===== src/thermo_cfg_pkg.sv =====
// Constants for the thermometer configuration and status register
package thermo_cfg_pkg;

  // ==========================================================================
  // Byte locations in the memory map
  localparam logic [7:0] ADDR_CFG_HIGH = 8'h00ac;
  localparam logic [7:0] ADDR_CFG_LOW  = 8'h00ad;

  // ==========================================================================
  // Bit positions inside the 16-bit register
  localparam int BIT_DONE      = 15;
  localparam int BIT_NV_BUSY   = 14;
  localparam int BIT_HIGH_FLAG = 13;
  localparam int BIT_LOW_FLAG  = 12;
  localparam int BIT_RES_HI    = 11;
  localparam int BIT_RES_LO    = 10;
  localparam int BIT_AUTO_CONV = 9;
  localparam int BIT_SINGLE    = 8;
  localparam int BIT_OUT_FUNC  = 7;
  localparam int BIT_OUT_POL   = 6;
  localparam int BIT_ADDR_TOP  = 5;
  localparam int BIT_ADDR_BOT  = 3;
  localparam int BIT_USER_TOP  = 2;

  // ==========================================================================
  // Fixed power-up values of the volatile bits
  localparam logic RST_NV_BUSY   = 1'b0;
  localparam logic RST_HIGH_FLAG = 1'b0;
  localparam logic RST_LOW_FLAG  = 1'b0;
  localparam logic RST_OUT_FUNC  = 1'b1;
  localparam logic RST_DONE      = 1'b1;

  // ==========================================================================
  // Timing
  localparam int CLOCK_KHZ       = 125_000;
  localparam int CONV_BASE_MS    = 25;
  localparam int CONV_BASE_CYCLES = CONV_BASE_MS * CLOCK_KHZ;

  // ==========================================================================
  // Conversion controller states
  typedef enum logic [0:0] {
    CONV_IDLE    = 1'b0,
    CONV_RUNNING = 1'b1
  } conv_state_type;

endpackage


===== src/thermo_config_status.sv =====
// Configuration and status register with conversion and thermostat control
//
// Operation
// Upper byte at ACh, lower at ADh
// Nonvolatile bits restored at power-up
// Done reads 0 while converting
// NV busy shows EEPROM write in progress
// High flag sticky on temp >= upper
// Low flag sticky on temp <= lower
// Resolution sets conversion time 25-200 ms
// Auto-convert starts converting at power-up
// Single mode: one conversion per command
// Single plus auto: pin one triggers
// Continuous conversions upon begin command
// Continuous from power-up when auto set; code needs single clear too, else one conversion
// Single bit alone never halts continuous
// Output function 0 forces pin low
// Polarity picks alarm type, else ignored
// Bits 5:3 mirror address pins
// Three user bits, no side effect
// Pin updates after conversion or write
// Alarm hysteresis between trip points
// Writes leave read-only bits unchanged
`timescale 1ns/1ps
module thermo_config_status
  import thermo_cfg_pkg::*;
#(
  parameter int convBaseCycles = CONV_BASE_CYCLES
) (
  // Clock and reset
  input  wire logic               clock,
  input  wire logic               rst,
  // Byte register access from the serial engine
  input  wire logic [7:0]         regAddr,
  input  wire logic               regWrite,
  input  wire logic [7:0]         regWrData,
  output logic      [7:0]         regRdData,
  // Commands from the serial engine
  input  wire logic               startConvertCmd,
  input  wire logic               stopConvertCmd,
  // Nonvolatile image and EEPROM state
  input  wire logic [1:0]         nvResSel,
  input  wire logic               nvAutoConvert,
  input  wire logic               nvSingleMode,
  input  wire logic               nvPolarity,
  input  wire logic [2:0]         nvUserBits,
  input  wire logic               nvBusyIn,
  // Temperature and trip points
  input  wire logic signed [15:0] temperature,
  input  wire logic signed [15:0] upperTripPoint,
  input  wire logic signed [15:0] lowerTripPoint,
  input  wire logic               tempWritten,
  // Address select pins, asynchronous
  input  wire logic [2:0]         addrPinsIn,
  // Converter control and output pin
  output logic                    converting,
  output logic                    progOutputPinOe
);

  // ==========================================================================
  // Register state
  logic           doneFlag;
  logic           nvBusyFlag;
  logic           highLimitFlag;
  logic           lowLimitFlag;
  logic [1:0]     resSel;
  logic           autoConvertOnPower;
  logic           singleConversionMode;
  logic           outputFunctionSel;
  logic           outputPolaritySel;
  logic [2:0]     userBits;
  logic           loadPending;
  logic           continuous;
  logic           alarmActive;
  conv_state_type state;
  logic [31:0]    convCount;
  logic [2:0]     pinMeta;
  logic [2:0]     pinSync;
  logic [2:0]     pinLast;
  logic [2:0]     addrPins;

  // ==========================================================================
  // Conversion length per resolution
  function automatic logic [31:0] conv_limit(input logic [1:0] res);
    conv_limit = 32'(convBaseCycles) << res;
  endfunction

  // ==========================================================================
  // Decoding
  wire        selHigh      = (regAddr == ADDR_CFG_HIGH);
  wire        selLow       = (regAddr == ADDR_CFG_LOW);
  wire        writeHigh    = regWrite && selHigh;
  wire        writeLow     = regWrite && selLow;
  wire        convEnd      = (state == CONV_RUNNING) && (convCount == 32'h0000_0001);
  wire        tempUpdate   = tempWritten && (state == CONV_IDLE);
  wire        compareNow   = convEnd || tempUpdate;
  wire        tempGeUpper  = (temperature >= upperTripPoint);
  wire        tempLeLower  = (temperature <= lowerTripPoint);
  wire        pinOneRise   = (pinSync[1] == pinLast[1]) && pinLast[1] && !addrPins[1];
  wire        pinTrigger   = autoConvertOnPower && singleConversionMode && pinOneRise;
  wire        cmdStart     = startConvertCmd && !continuous;
  wire        beginConv    = (state == CONV_IDLE) && (cmdStart || pinTrigger);
  wire        powerStart   = loadPending && nvAutoConvert;
  wire [15:0] fullReg      = {doneFlag, nvBusyFlag, highLimitFlag, lowLimitFlag, resSel,
                              autoConvertOnPower, singleConversionMode, outputFunctionSel,
                              outputPolaritySel, addrPins, userBits};
  wire [7:0]  next_rdData  = selHigh ? fullReg[15:8] : (selLow ? fullReg[7:0] : 8'h00);

  // Alarm decision in the selected mode
  wire highAlarmOutputMode = outputPolaritySel;
  wire next_alarm = highAlarmOutputMode ?
                    (tempGeUpper ? 1'b1 : (tempLeLower ? 1'b0 : alarmActive)) :
                    (tempLeLower ? 1'b1 : (tempGeUpper ? 1'b0 : alarmActive));

  // ==========================================================================
  // Address pins: three stages, change taken when stages two and three agree
  always_ff @(posedge clock) begin
    if (rst) begin
      pinMeta  <= 3'h0;
      pinSync  <= 3'h0;
      pinLast  <= 3'h0;
      addrPins <= 3'h0;
    end else begin
      pinMeta <= addrPinsIn;
      pinSync <= pinMeta;
      pinLast <= pinSync;
      if (pinSync == pinLast) begin
        addrPins <= pinLast;
      end
    end
  end

  // ==========================================================================
  // Conversion controller
  always_ff @(posedge clock) begin
    if (rst) begin
      state      <= CONV_IDLE;
      continuous <= 1'b0;
      convCount  <= 32'h0000_0000;
    end else if (powerStart) begin
      state      <= CONV_RUNNING;
      continuous <= !nvSingleMode;
      convCount  <= conv_limit(nvResSel);
    end else if (stopConvertCmd) begin
      state      <= CONV_IDLE;
      continuous <= 1'b0;
    end else if (beginConv) begin
      state      <= CONV_RUNNING;
      continuous <= !singleConversionMode;
      convCount  <= conv_limit(resSel);
    end else if (convEnd) begin
      state      <= continuous ? CONV_RUNNING : CONV_IDLE;
      convCount  <= conv_limit(resSel);
    end else if (state == CONV_RUNNING) begin
      convCount  <= convCount - 32'h0000_0001;
    end
  end

  // ==========================================================================
  // Status bits and power-up restore
  always_ff @(posedge clock) begin
    if (rst) begin
      loadPending   <= 1'b1;
      doneFlag      <= RST_DONE;
      nvBusyFlag    <= RST_NV_BUSY;
      highLimitFlag <= RST_HIGH_FLAG;
      lowLimitFlag  <= RST_LOW_FLAG;
    end else begin
      loadPending <= 1'b0;
      nvBusyFlag  <= nvBusyIn;
      doneFlag    <= !(powerStart || beginConv || (convEnd && continuous)) &&
                     (doneFlag || convEnd);
      if (compareNow && tempGeUpper) begin
        highLimitFlag <= 1'b1;
      end else if (writeHigh) begin
        highLimitFlag <= highLimitFlag && regWrData[BIT_HIGH_FLAG-8];
      end
      if (compareNow && tempLeLower) begin
        lowLimitFlag <= 1'b1;
      end else if (writeHigh) begin
        lowLimitFlag <= lowLimitFlag && regWrData[BIT_LOW_FLAG-8];
      end
    end
  end

  // ==========================================================================
  // Writable configuration bits
  always_ff @(posedge clock) begin
    if (rst) begin
      resSel               <= 2'h0;
      autoConvertOnPower   <= 1'b0;
      singleConversionMode <= 1'b0;
      outputFunctionSel    <= RST_OUT_FUNC;
      outputPolaritySel    <= 1'b0;
      userBits             <= 3'h0;
    end else if (loadPending) begin
      resSel               <= nvResSel;
      autoConvertOnPower   <= nvAutoConvert;
      singleConversionMode <= nvSingleMode;
      outputPolaritySel    <= nvPolarity;
      userBits             <= nvUserBits;
    end else begin
      if (writeHigh) begin
        resSel               <= regWrData[BIT_RES_HI-8:BIT_RES_LO-8];
        autoConvertOnPower   <= regWrData[BIT_AUTO_CONV-8];
        singleConversionMode <= regWrData[BIT_SINGLE-8];
      end
      if (writeLow) begin
        outputFunctionSel <= regWrData[BIT_OUT_FUNC];
        outputPolaritySel <= regWrData[BIT_OUT_POL];
        userBits          <= regWrData[BIT_USER_TOP:0];
      end
    end
  end

  // ==========================================================================
  // Thermostat output and registered outputs
  always_ff @(posedge clock) begin
    if (rst) begin
      alarmActive     <= 1'b0;
      progOutputPinOe <= 1'b0;
      converting      <= 1'b0;
      regRdData       <= 8'h00;
    end else begin
      if (compareNow) begin
        alarmActive <= next_alarm;
      end
      progOutputPinOe <= !outputFunctionSel || alarmActive;
      converting      <= (state == CONV_RUNNING);
      regRdData       <= next_rdData;
    end
  end
endmodule // thermo_config_status


===== config.mk =====
export PLATFORM = sky130hd
export DESIGN_NAME = thermo_config_status
export DESIGN_NICKNAME = d
export VERILOG_FILES = /design/src/thermo_cfg_pkg.sv /design/src/thermo_config_status.sv
export SDC_FILE = /design/constraint.sdc
export NUM_CORES = 1
export LEC_CHECK = 0
export ABC_AREA = 0
export BUFFER_PORTS_ARGS = -buffer_cell sky130_fd_sc_hd__buf_2
export CAP_MARGIN = 20
export CORE_ASPECT_RATIO = 1.75
export CORE_MARGIN = 2
export CORE_UTILIZATION = 55
export CTS_CLUSTER_SIZE = 25
export DETAILED_ROUTE_END_ITERATION = 10
export HOLD_SLACK_MARGIN = 0.06
export PLACE_DENSITY = 0.8
export SLEW_MARGIN = 20
export SYNTH_ARGS = -nofsm -noshare
export SYNTH_HDL_FRONTEND = slang
export SYNTH_SLANG_ARGS = --single-unit

===== constraint.sdc =====
create_clock -name clock -period 3.8 [get_ports clock]
set_clock_uncertainty 0.05 [all_clocks]
set_input_delay 0.76 -clock clock [delete_from_list [all_inputs] [get_ports clock]]
set_output_delay 0.76 -clock clock [all_outputs]
set_load 0.1 [all_outputs]

Word-level counts from Yosys, hierarchy flattened
Cells that the tools add are included.
{ "totals": {"regBits": 71, "input_bits": 82, "output_inout_bits": 10, "elab_cells": 110} }
{ "op_classes": {"add_sub_neg": 1, "order_cmp": 2, "eq_ne": 6, "shift": 2, "n_mux": 35, "bitwise": 2, "reduce_logical": 40} }
{ "ops": {"columns": ["cell", "count"], "rows": [
  ["32-bit 2-to-1 mux", 5],
  ["22-bit by 2-bit << shifter with 32-bit output (first input constant)", 2],
  ["32-bit by 1-bit equality test with 1-bit output (second input constant)", 1],
  ["32-bit by 1-bit subtractor with 32-bit output (second input constant)", 1],
  ["1-bit 2-to-1 mux", 24],
  ["1-bit logical AND", 17],
  ["8-bit equality test (second input constant)", 2],
  ["16-bit greater-or-equal comparator", 1],
  ["16-bit less-or-equal comparator", 1],
  ["8-bit 2-to-1 mux", 2],
  ["2-bit nonzero test", 5],
  ["4-bit nonzero test", 2],
  ["1-bit zero test", 6],
  ["1-bit logical OR", 6],
  ["3-bit 2-to-1 mux", 2],
  ["2-bit AND reduction", 3],
  ["2-bit 2-to-1 mux", 2],
  ["3-bit equality test", 1],
  ["3-bit nonzero test", 1],
  ["2-bit by 1-bit inequality test with 1-bit output (second input constant)", 1],
  ["1-bit NOT", 2],
  ["1-bit equality test", 1]
]} }

Logic depth before layout (Yosys ltp)
Gate-level depths: netlist of the first run.
{ "depth": {"word_depth": 10, "mapped_depth": 10, "depth_no_buf": 9} }

Worst setup path after synthesis of the first run
OpenSTA, ideal clock, no wires.
{ "synth_timing": {"path_kind": "input to register", "from": "input lowerTripPoint[7]", "to": "register alarmActive", "setup_time_ns": 0.124, "t_arrival_ns": 2.357, "required_ns": 3.626, "path_slack_ns": 1.270, "stages": 9, "path_buffers": 0, "cell_sequence": "inv_1 > ha_1 > a21oi_1 > o21ai_0 > o2bb2ai_1 > a2111oi_0 > mux2_2 > mux2i_1 > nand3_1"} }
{ "synth_between": {"elab_chain_cells": 3, "elab_cells_between_ends": 5, "cone_classes": "order compare (1); mux (2); reduce/logical (2)"} }
{ "synth_rtl": {"columns": ["element", "line", "text"], "rows": [
  ["start: declaration", "thermo_config_status.sv:51", "input wire logic signed [15:0] lowerTripPoint,"],
  ["16-bit less-or-equal comparator (*)", "thermo_config_status.sv:98", "wire tempLeLower = (temperature <= lowerTripPoint);"],
  ["1-bit 2-to-1 mux / 2-bit nonzero test (equally long branches)", null, null],
  ["1-bit 2-to-1 mux / 2-bit AND reduction (equally long branches)", null, null],
  ["end signal: assignment", "thermo_config_status.sv:226", "alarmActive <= next_alarm;"],
  ["end: declaration", "thermo_config_status.sv:74", "logic alarmActive;"]
]} }
Mark *: on every way between the ends. The rest lies on a longest branch, timed or not.
A chain may end at the register's enable or synchronous reset.

Final worst setup path of the first run
{ "layout_timing": {"from": "register convCount[13]", "to": "register convCount[3]"} }
{ "layout_between": {"elab_chain_cells": 6, "elab_cells_between_ends": 8, "cone_classes": "eq/ne (1); mux (4); reduce/logical (3)"} }
{ "layout_rtl": {"columns": ["element", "line", "text"], "rows": [
  ["start: declaration", "thermo_config_status.sv:76", "logic [31:0] convCount;"],
  ["start signal: assignment", "thermo_config_status.sv:143", "convCount <= conv_limit(nvResSel);"],
  ["start signal: assignment", "thermo_config_status.sv:150", "convCount <= conv_limit(resSel);"],
  ["start signal: assignment", "thermo_config_status.sv:153", "convCount <= conv_limit(resSel);"],
  ["32-bit by 1-bit equality test with 1-bit output (*)", "thermo_config_status.sv:94", "wire convEnd = (state == CONV_RUNNING) && (convCount == 32'h0000_0001);"],
  ["1-bit logical AND (*)", "thermo_config_status.sv:94", null],
  ["32-bit 2-to-1 mux", "thermo_config_status.sv:151", "end else if (convEnd) begin"],
  ["32-bit 2-to-1 mux", "thermo_config_status.sv:147", "end else if (beginConv) begin"],
  ["32-bit 2-to-1 mux", "thermo_config_status.sv:144", "end else if (stopConvertCmd) begin"],
  ["32-bit 2-to-1 mux", "thermo_config_status.sv:140", "end else if (powerStart) begin"]
]} }
Mark *: on every way between the ends. The rest lies on a longest branch, timed or not. The select of a mux whose other input is x is not followed.

==> summary.txt, run 1 <==
Post-CTS Setup Bufs: 0
worst-path cell chain: or4_4 > nor4_1 > and4_1 > nor2_1 > o41ai_2 > o21ai_1 > a21oi_1
FFs w/ async S/R, synth: 0%
CTS tree: done
Post-Synth XOR/XNOR Area: 4.67%
gpl congestion: 0.970
P per Cell Area: 435 mW/mm²
clock tree root buffer cell: clkbuf_16
initial antenna violation count: 0
hpwl dp: 9.32 mm
Routed Antenna Nets: 0
Synth Area in Compound Gates: 16.3%
core outline area: 0.00757 mm²
Starting Density: 57.0%
maximum operating frequency: 0.353 GHz
Die Span Y: 121 µm
Die ar.: 0.00860 mm²
Tcrit/Tclk final: 74.5%
Area Overhead vs Synth: 19.4%
Critical-path top delay cell: or4_4
Post-Syn Area: 0.00432 mm²
drt via density: 6.00
adder-cell share of the synthesized area: 10.1%
Seq/Total Area, Yosys: 32.9%
hold path cells: 1
syn_area_per_cell: 8.11 µm²
Skew-Pair Late Insertion Delay: 340 ps
Reg clk slew, reported paths: 60 ps
DRC viols: 0
synth unique cells: 55
CTS buffer count: 9
grt ovf: 0
pin count of the biggest net entering global routing: 28
I/O pin total: 92
DRT iter0 DRCs: 210
Main synth FF type: dfxtp_1
Die Wd: 71.0 µm
post-layout min period: 2830 ps
final worst-path setup slack: 969 ps
Synth Instances: 532
outcome: complete, no violations
register bit count reported by yosys: 71
Vias: 4282
drt total wl: 12.0 mm
unrepaired setup endpoints after global routing: no
PostCTS Resize Cnt: 0
row count: 42
mux cell area share after synthesis: 6.14%
Crit Reg-Reg Startpoint: convCount[13]$_SDFFE_PP0P_
first-pass iteration count of the detailed router: 5
largest family of logic cells by synthesized area: simple AND/OR/NAND/NOR gates
setup TNS: 0 ps
critical path peak fanout: 7
share of cells above drive strength 1: 21.1%
EDFF count, synth: 0
crit path DAT: 3050 ps
crit path kind: reg2reg
pre-CTS setup slack: 895 ps
Final Hold Fails: 0
reg2reg end: convCount[3]$_SDFFE_PP0P_
flop-to-flop setup slack: 970 ps
top area cells in the synthesized netlist: dfxtp_1, ha_1, nor2_1
Max Cap Viol: 0
Slew headroom: 56.1%
fillers: 630
Critical Path Source Type: flip-flop
commonest cells in the netlist: nor2_1, dfxtp_1, a21oi_1, inv_1, ha_1
simple-gate share of the synthesized area: 24.5%
Max Slew Vio Count: 0
most instantiated library cell after synthesis: nor2_1
GR Util All Layers: 28.6%
H-tree depth: 3
Tightest Pin Transition: 649 ps
Hold Crit Class: reg2reg
Syn Nets: 649
Max Root-Sink Buffers: 2
Ys Warns: 0
critical path required time: 4020 ps
Worst Hold Launch: pinMeta[1]$_SDFF_PP0_
share of the synthesized area in the top cell type: 32.9%
R2R depth: 7
Hold Path End: pinSync[1]$_SDFF_PP0_
final setup violation count: 0
Yosys top cell by area: dfxtp_1
vias in the first global route: 4301
Nets: 738
Critical Path Sink Type: flip-flop
clk sinks: 71
ANT cells: 0
total power: 0.00224 W
cts hold-fix bufs: 0
leakage: 2.42 nW
first-pass GRT wire length: 19.2 mm
max incr delay on CP: 590 ps
Max VDD drop: 0.343 mV
IO buf count: 91
WL per Instance: 16.8 µm
[report_power, final]
part	total (W)	switching, W	internal, W
combinational	0.000536	0.000310	0.000226
sequential	0.000864	0.0000657	0.000798
clock	0.000844	0.000319	0.000526
total	0.00224	0.000694	0.00155
[flip-flops by register name, summed over array words and instances (netlist names), 2 cells and up]
name / flops
addrPins: 3
pinMeta: 3
userBits: 3
pinLast: 3
regRdData: 8
resSel: 2
pinSync: 3
convCount: 32
[final cells by class]
cell class / instances / area (µm²) / share of cell area, %
Clock buffer: 11 / 243 / 4.71
Clock inverter: 5 / 57.6 / 1.12
Inverter: 40 / 150 / 2.91
Multi-Input combinational cell: 401 / 2660 / 51.7
Sequential cell: 71 / 1420 / 27.6
Tap cell: 88 / 110 / 2.14
Timing Repair Buffer: 98 / 508 / 9.86
[per-layer routing]
layer	vias up	GRT usage [%]	share of wire, %
li1	2060	-	-
met1	1924	27.6	34
met2	227	50.8	51
met3	71	6.81	7.4
met4	0	22.4	7.5
met5	-	0	0
[placed cells by master, fill, tap and decap left out, types with 5 or more instances in the layout]
master / Yosys / layout
buf_2: 2 / 91
nor2_1: 79 / 79
dfxtp_1: 71 / 71
a21oi_1: 40 / 40
inv_1: 40 / 40
ha_1: 35 / 35
nand2_1: 28 / 28
mux2i_1: 22 / 22
nor3_1: 20 / 20
o21ai_0: 20 / 20
o21ai_1: 14 / 14
xnor2_1: 13 / 13
nor2b_1: 13 / 13
a211oi_1: 11 / 11
xor2_1: 10 / 10
nand2b_1: 9 / 9
clkbuf_16: 0 / 9
buf_4: 1 / 7
nor4_1: 6 / 6
nand3_1: 5 / 5
or4_1: 5 / 5
or4_4: 5 / 5
nand4_1: 5 / 5
[cells by family (layout without fill, tap and decap cells)]
logic type | after synthesis | count (layout)
buffers and inverters | 60 | 154
multiplexers | 26 | 26
adder cells (fa/ha/maj) | 35 | 35
AND/OR/NAND/NOR | 202 | 202
AO/OA/AOI/OAI | 115 | 115
flip-flops | 71 | 71
XOR/XNOR | 23 | 23
[worst max path at each step]
stage	start	end
floorplan	lowerTripPoint[7]	alarmActive$_SDFFE_PP0P_
global placement	temperature[5]	alarmActive$_SDFFE_PP0P_
detailed placement	temperature[5]	alarmActive$_SDFFE_PP0P_
CTS	convCount[13]$_SDFFE_PP0P_	convCount[3]$_SDFFE_PP0P_
global route	convCount[13]$_SDFFE_PP0P_	convCount[3]$_SDFFE_PP0P_
finish	convCount[13]$_SDFFE_PP0P_	convCount[3]$_SDFFE_PP0P_
[metrics by stage]
stage               instance area, µm²  instances  utilization [%]  hold WS, ps
floorplan                         4320        532                -          364
global placement                  4850        698             64.1          374
detailed placement                4850        698             64.1          378
CTS                               5150        714             68.1          392
global route                      5150        714             68.1          416
finish                            5150        714             68.1          385
[critical path, delay by kind of cell, from the launching register on]
kind | cells | cell delay (ps)
compound gates | 3 | 910
simple gates | 4 | 1440
flops | 1 | 360
Power figures use the tool's default switching activity.
==> run 2, diff against run 1 <==
Settings changed: ABC_AREA 0 to 1, PLACE_DENSITY 0.8 to 0.79.
Clock period 3.8 ns to 2.94 ns, I/O delays scaled along.
==> run 2 against run 1 <==
Compared with the run above: synthesized cell count grew 30%; final cell count grew 27%; register-to-register slack lost 70 ps; sequential power grew 28%; sequential cell count is the same.
==> summary.txt, run 2 <==
pin count of the biggest net entering global routing: 41
Synth Instances: 689
crit path kind: reg2reg
register bit count reported by yosys: 71
maximum operating frequency: 0.491 GHz
CTS tree: done
Nets: 899
Routed Antenna Nets: 0
hold path cells: 2
grt ovf: 0
Syn Nets: 806
Main synth FF type: dfxtp_1
outcome: complete, no violations
Max Slew Vio Count: 0
Hold Crit Class: reg2reg
Largest register FFs: 32
vias in the first global route: 4808
CTS buffer count: 9
share of cells above drive strength 1: 22.1%
commonest non-fill, non-tap cell in the layout: nand2_1
critical path required time: 3120 ps
Reg clk slew, reported paths: 60 ps
Die Wd: 74.6 µm
initial antenna violation count: 0
DRC viols: 0
Critical Path Sink Type: flip-flop
top area cells in the synthesized netlist: dfxtp_1, ha_1, nand2_1
Tcrit/Tclk final: 69.3%
most frequent cells in the layout: nand2_1, inv_1, buf_2
Final Hold Fails: 0
clock tree root buffer cell: clkbuf_16
fillers: 770
H-tree depth: 3
Skew-Pair Late Insertion Delay: 350 ps
Post-CTS Setup Bufs: 0
Crit Reg-Reg Startpoint: convCount[0]$_SDFFE_PP0P_
pre-CTS setup slack: 722 ps
first-pass GRT wire length: 20.7 mm
most instantiated library cell after synthesis: nand2_1
Area Overhead vs Synth: 17.3%
crit path DAT: 2220 ps
reg2reg end: convCount[28]$_SDFFE_PP0P_
cts hold-fix bufs: 0
share of the synthesized area in the top cell type: 29.6%
Vias: 4916
Die Span Y: 128 µm
post-layout min period: 2040 ps
I/O pin total: 92
DRT iter0 DRCs: 314
unrepaired setup endpoints after global routing: no
leakage: 2.81 nW
Post-Layout Cell Count: 904
ANT cells: 0
commonest cells in the netlist: nand2_1, inv_1, nor2_1
flop-to-flop setup slack: 900 ps
Max Root-Sink Buffers: 2
EDFF count, synth: 0
drt total wl: 13.2 mm
IO buf count: 91
Die ar.: 0.00951 mm²
critical path peak fanout: 5
Slew headroom: 49.1%
first-pass iteration count of the detailed router: 5
gpl congestion: 0.901
hpwl dp: 10.4 mm
Starting Density: 56.1%
Seq/Total Area, Yosys: 29.6%
Top Registers: convCount (32), regRdData (8)
core outline area: 0.00856 mm²
Critical Path Source Type: flip-flop
clk sinks: 71
GR Util All Layers: 28.6%
PostCTS Resize Cnt: 0
WL per Instance: 14.6 µm
final worst-path setup slack: 903 ps
Post-Syn Area: 0.00480 mm²
Max Cap Viol: 0
Ys Warns: 0
synth unique cells: 50
placed insts: 888
Tightest Pin Transition: 763 ps
final setup violation count: 0
syn_area_per_cell: 6.96 µm²
R2R depth: 9
Worst Hold Launch: pinMeta[2]$_SDFF_PP0_
setup TNS: 0 ps
FFs w/ async S/R, synth: 0%
drt via density: 5.44
row count: 45
Yosys top cell by area: dfxtp_1
P per Cell Area: 540 mW/mm²
largest register by flop count: convCount
Max VDD drop: 0.508 mV
Hold Path End: pinSync[2]$_SDFF_PP0_
==> run 2: per-layer routing <==
metal / part of all wire [%] / vias up / global-route usage, %
li1: - / 2422 / -
met1: 34 / 2241 / 25.7
met2: 54 / 186 / 52.6
met3: 5.4 / 67 / 5.60
met4: 7.4 / 0 / 22.4
met5: 0 / - / 0
==> run 2: report_power, final <==
group	internal (W)	switching, W	total (W)
Clock	0.000601	0.000442	0.00104
Sequential	0.00103	0.0000793	0.00111
Combinational	0.000308	0.000571	0.000879
==> run 2: worst max-delay path: stages (launching register included) <==
cell,delay (ps)
dfxtp_1,370
inv_1,130
ha_1,220
nand2_2,110
nor2_4,170
nand2_2,110
nor3_4,240
nand2_2,140
nor4_1,330
nor3_2,50
==> run 2: worst max path at each step <==
stage	from	end	depth (start not counted)
final	convCount[0]$_SDFFE_PP0P_	convCount[28]$_SDFFE_PP0P_	9
after global routing	pinSync[1]$_SDFF_PP0_	convCount[17]$_SDFFE_PP0P_	12
after CTS	convCount[0]$_SDFFE_PP0P_	convCount[28]$_SDFFE_PP0P_	9
after detailed placement	regAddr[4]	userBits[1]$_SDFFE_PP0P_	10
after global placement	regAddr[5]	userBits[1]$_SDFFE_PP0P_	9
after floorplan	lowerTripPoint[15]	alarmActive$_SDFFE_PP0P_	11
==> run 2: kinds of logic after synthesis <==
group,count (synthesis),share of synthesized area (%)
adders and majority gates,35,9.13
AOI/OAI and AO/OA,122,13.9
xor gates and xnor gates,16,2.92
buffers and inverters,127,10.7
and+or+nand+nor,318,33.7
DFF,71,29.6
==> run 2: area by class of cell <==
| class | count | area, µm² | share of cell area (%) |
|---|---|---|---|
| well taps | 117 | 146 | 2.60 |
| repair buffers | 94 | 478 | 8.49 |
| multi-input cells | 491 | 2860 | 50.9 |
| inverters | 115 | 437 | 7.76 |
| flip-flops and latches | 71 | 1420 | 25.3 |
| clock buffers | 11 | 243 | 4.31 |
| clock inverters | 5 | 40.0 | 0.711 |
==> run 2: stage by stage <==
step	util, %	instance area (µm²)	total power (W)	hold slack (ps)
2_1_floorplan	-	4800	0.00177	338
3_3_place_gp	62.5	5350	0.00196	344
3_5_place_dp	62.5	5350	0.00199	345
4_1_cts	65.8	5630	0.00304	352
5_1_grt	65.8	5630	0.00319	372
6_report	65.8	5630	0.00304	350
==> run 3, diff against run 2 <==
Settings changed: ABC_AREA 1 to 0, PLACE_DENSITY 0.79 to 0.8.
Clock period 2.94 ns to 1.9 ns, I/O delays scaled along.
==> run 3 against run 2 <==
Compared with the run above: the run now ends with setup timing left; count of clock-buffer cells in the layout fell by 1; global-route usage grew 8.4 points; first-iteration DRC count up 73%; sequential share of layout area down 3.8 points; power increased by 74%; worst setup slack got worse by 1900 ps; critical path depth unchanged; sequential cell count did not move; final area up 18%; routed wire length rose by 34%.
==> summary.txt, run 3 (synthesis gave the netlist of run 1 again) <==
Largest register FFs: 32
Nets: 848
post-layout min period: 2870 ps
WL per Instance: 21.5 µm
CTS buffer count: 9
fillers: 341
initial antenna violation count: 0
row count: 42
Routed Antenna Nets: 0
outcome: finished, violations left
critical path peak fanout: 4
Top Registers: convCount (32), regRdData (8)
crit path DAT: 3030 ps
Max Cap Viol: 0
Post-Layout Cell Count: 824
GR Util All Layers: 37.0%
drt via density: 6.26
pre-CTS setup slack: -566 ps
critical path required time: 2050 ps
Die Wd: 71.0 µm
maximum operating frequency: 0.348 GHz
DRT iter0 DRCs: 544
Die Span Y: 121 µm
placed cell areas: 0.00575 mm²
Starting Density: 57.0%
leakage: 3.06 nW
grt ovf: 0
Max Slew Vio Count: 0
Critical Path Source Type: flip-flop
Vias: 5162
clock tree root buffer cell: clkbuf_16
final worst-path setup slack: -975 ps
Slew headroom: 67.0%
hpwl dp: 10.4 mm
Max Root-Sink Buffers: 2
Skew-Pair Late Insertion Delay: 350 ps
hold path cells: 2
R2R depth: 9
worst-path cell chain: or4_4 > or4_4 > buf_4 > buf_6 > nor3_4 > xnor2_2 > a21oi_1 > o21ai_1 > a21oi_1
Final Hold Fails: 0
final setup violation count: 37
I/O pin total: 92
post-route cell area: 0.00666 mm²
Critical Path Sink Type: flip-flop
largest register by flop count: convCount
DRC viols: 0
pin count of the biggest net entering global routing: 23
Die ar.: 0.00860 mm²
Worst Hold Launch: nvBusyIn
Tcrit/Tclk final: 151%
Reg clk slew, reported paths: 60 ps
Critical-path top delay cell: or4_4
setup TNS: -16340 ps
reg2reg end: convCount[16]$_SDFFE_PP0P_
cts hold-fix bufs: 0
unrepaired setup endpoints after global routing: yes
P per Cell Area: 795 mW/mm²
CTS tree: done
drt total wl: 17.7 mm
Area Overhead vs Synth: 54.2%
Max VDD drop: 0.869 mV
max incr delay on CP: 590 ps
first-pass iteration count of the detailed router: 6
commonest non-fill, non-tap cell in the layout: buf_4
ANT cells: 0
Hold Path End: nvBusyFlag$_SDFF_PP0_
clk sinks: 71
placed insts: 788
total power: 0.00529 W
gpl congestion: 0.909
core outline area: 0.00757 mm²
share of cells above drive strength 1: 45.1%
crit path kind: reg2reg
Crit Reg-Reg Startpoint: convCount[6]$_SDFFE_PP0P_
failing checks: setup timing
Tightest Pin Transition: 499 ps
IO buf count: 91
most frequent cells in the layout: buf_4, buf_2, dfxtp_1
flop-to-flop setup slack: -970 ps
Hold Crit Class: in2reg
vias in the first global route: 5100
H-tree depth: 3
first-pass GRT wire length: 24.6 mm
==> run 3: changes by cell type in the layout (fill, tap and decap cells not counted), moves of 11 or more <==
cell	previous run	this run
nand2_1	114	27
o21ai_0	36	15
inv_1	108	32
nor2b_1	0	13
a21oi_1	57	28
mux2i_1	0	20
nor2_2	17	6
buf_6	0	17
nor2_1	87	65
buf_4	3	96
nand3_1	36	3
==> run 3: layout make-up <==
cell class / instances / area, µm² / share of cell area, %
flip-flops and latches: 71 / 1430 / 21.4
inverters: 40 / 165 / 2.48
clock buffers: 10 / 229 / 3.44
well taps: 88 / 110 / 1.65
multi-input cells: 401 / 3230 / 48.5
clock inverters: 6 / 46.3 / 0.696
repair buffers: 208 / 1450 / 21.8
==> run 3: metal layers <==
layer	vias up	GRT usage, %	part of all wire [%]
met5	-	0	0
met4	0	23.9	8.6
met3	137	8.31	7.9
met2	357	67.9	51
met1	2391	36.3	32
li1	2277	-	-
==> run 3: power breakdown <==
group / switching (W) / internal [W] / leakage (nW)
sequential: 0.0000985 / 0.00160 / 0.584
clock: 0.000697 / 0.000890 / 0.129
combinational: 0.00109 / 0.000916 / 2.35
total: 0.00189 / 0.00340 / 3.06
==> run 3: worst max path at each step <==
| stage | from | endpoint | slack (ps) | cells past startpoint |
|---|---|---|---|---|
| after floorplan | convCount[6]$_SDFFE_PP0P_ | convCount[22]$_SDFFE_PP0P_ | -380 | 7 |
| after global placement | temperature[7] | alarmActive$_SDFFE_PP0P_ | -530 | 10 |
| after detailed placement | temperature[5] | alarmActive$_SDFFE_PP0P_ | -570 | 10 |
| after CTS | convCount[6]$_SDFFE_PP0P_ | convCount[31]$_SDFFE_PP0P_ | -510 | 7 |
| after global routing | convCount[6]$_SDFFE_PP0P_ | convCount[16]$_SDFFE_PP0P_ | -1070 | 9 |
| final | convCount[6]$_SDFFE_PP0P_ | convCount[16]$_SDFFE_PP0P_ | -970 | 9 |
==> run 3: stage by stage <==
stage | hold WS (ps) | util [%]
floorplan | 358 | -
global placement | 375 | 76.0
detailed placement | 388 | 76.0
CTS | 208 | 85.4
global route | 212 | 87.9
finish | 205 | 87.9
==> run 3: worst max-delay path: cells and delay by family (launching register included) <==
| family | cells | cell delay (ps) |
|---|---|---|
| AOI/OAI and AO/OA | 3 | 660 |
| xor gates and xnor gates | 1 | 180 |
| DFF | 1 | 330 |
| buffers and inverters | 2 | 270 |
| and+or+nand+nor | 3 | 1240 |
==> run 3: repair_timing <==
item,in CTS,in global routing
pin swaps,33,27
setup endpoints to repair,37,38
resized for setup,60,44
endpoints found under the hold margin,0,0
cloned,1,0
buffers inserted,16,4
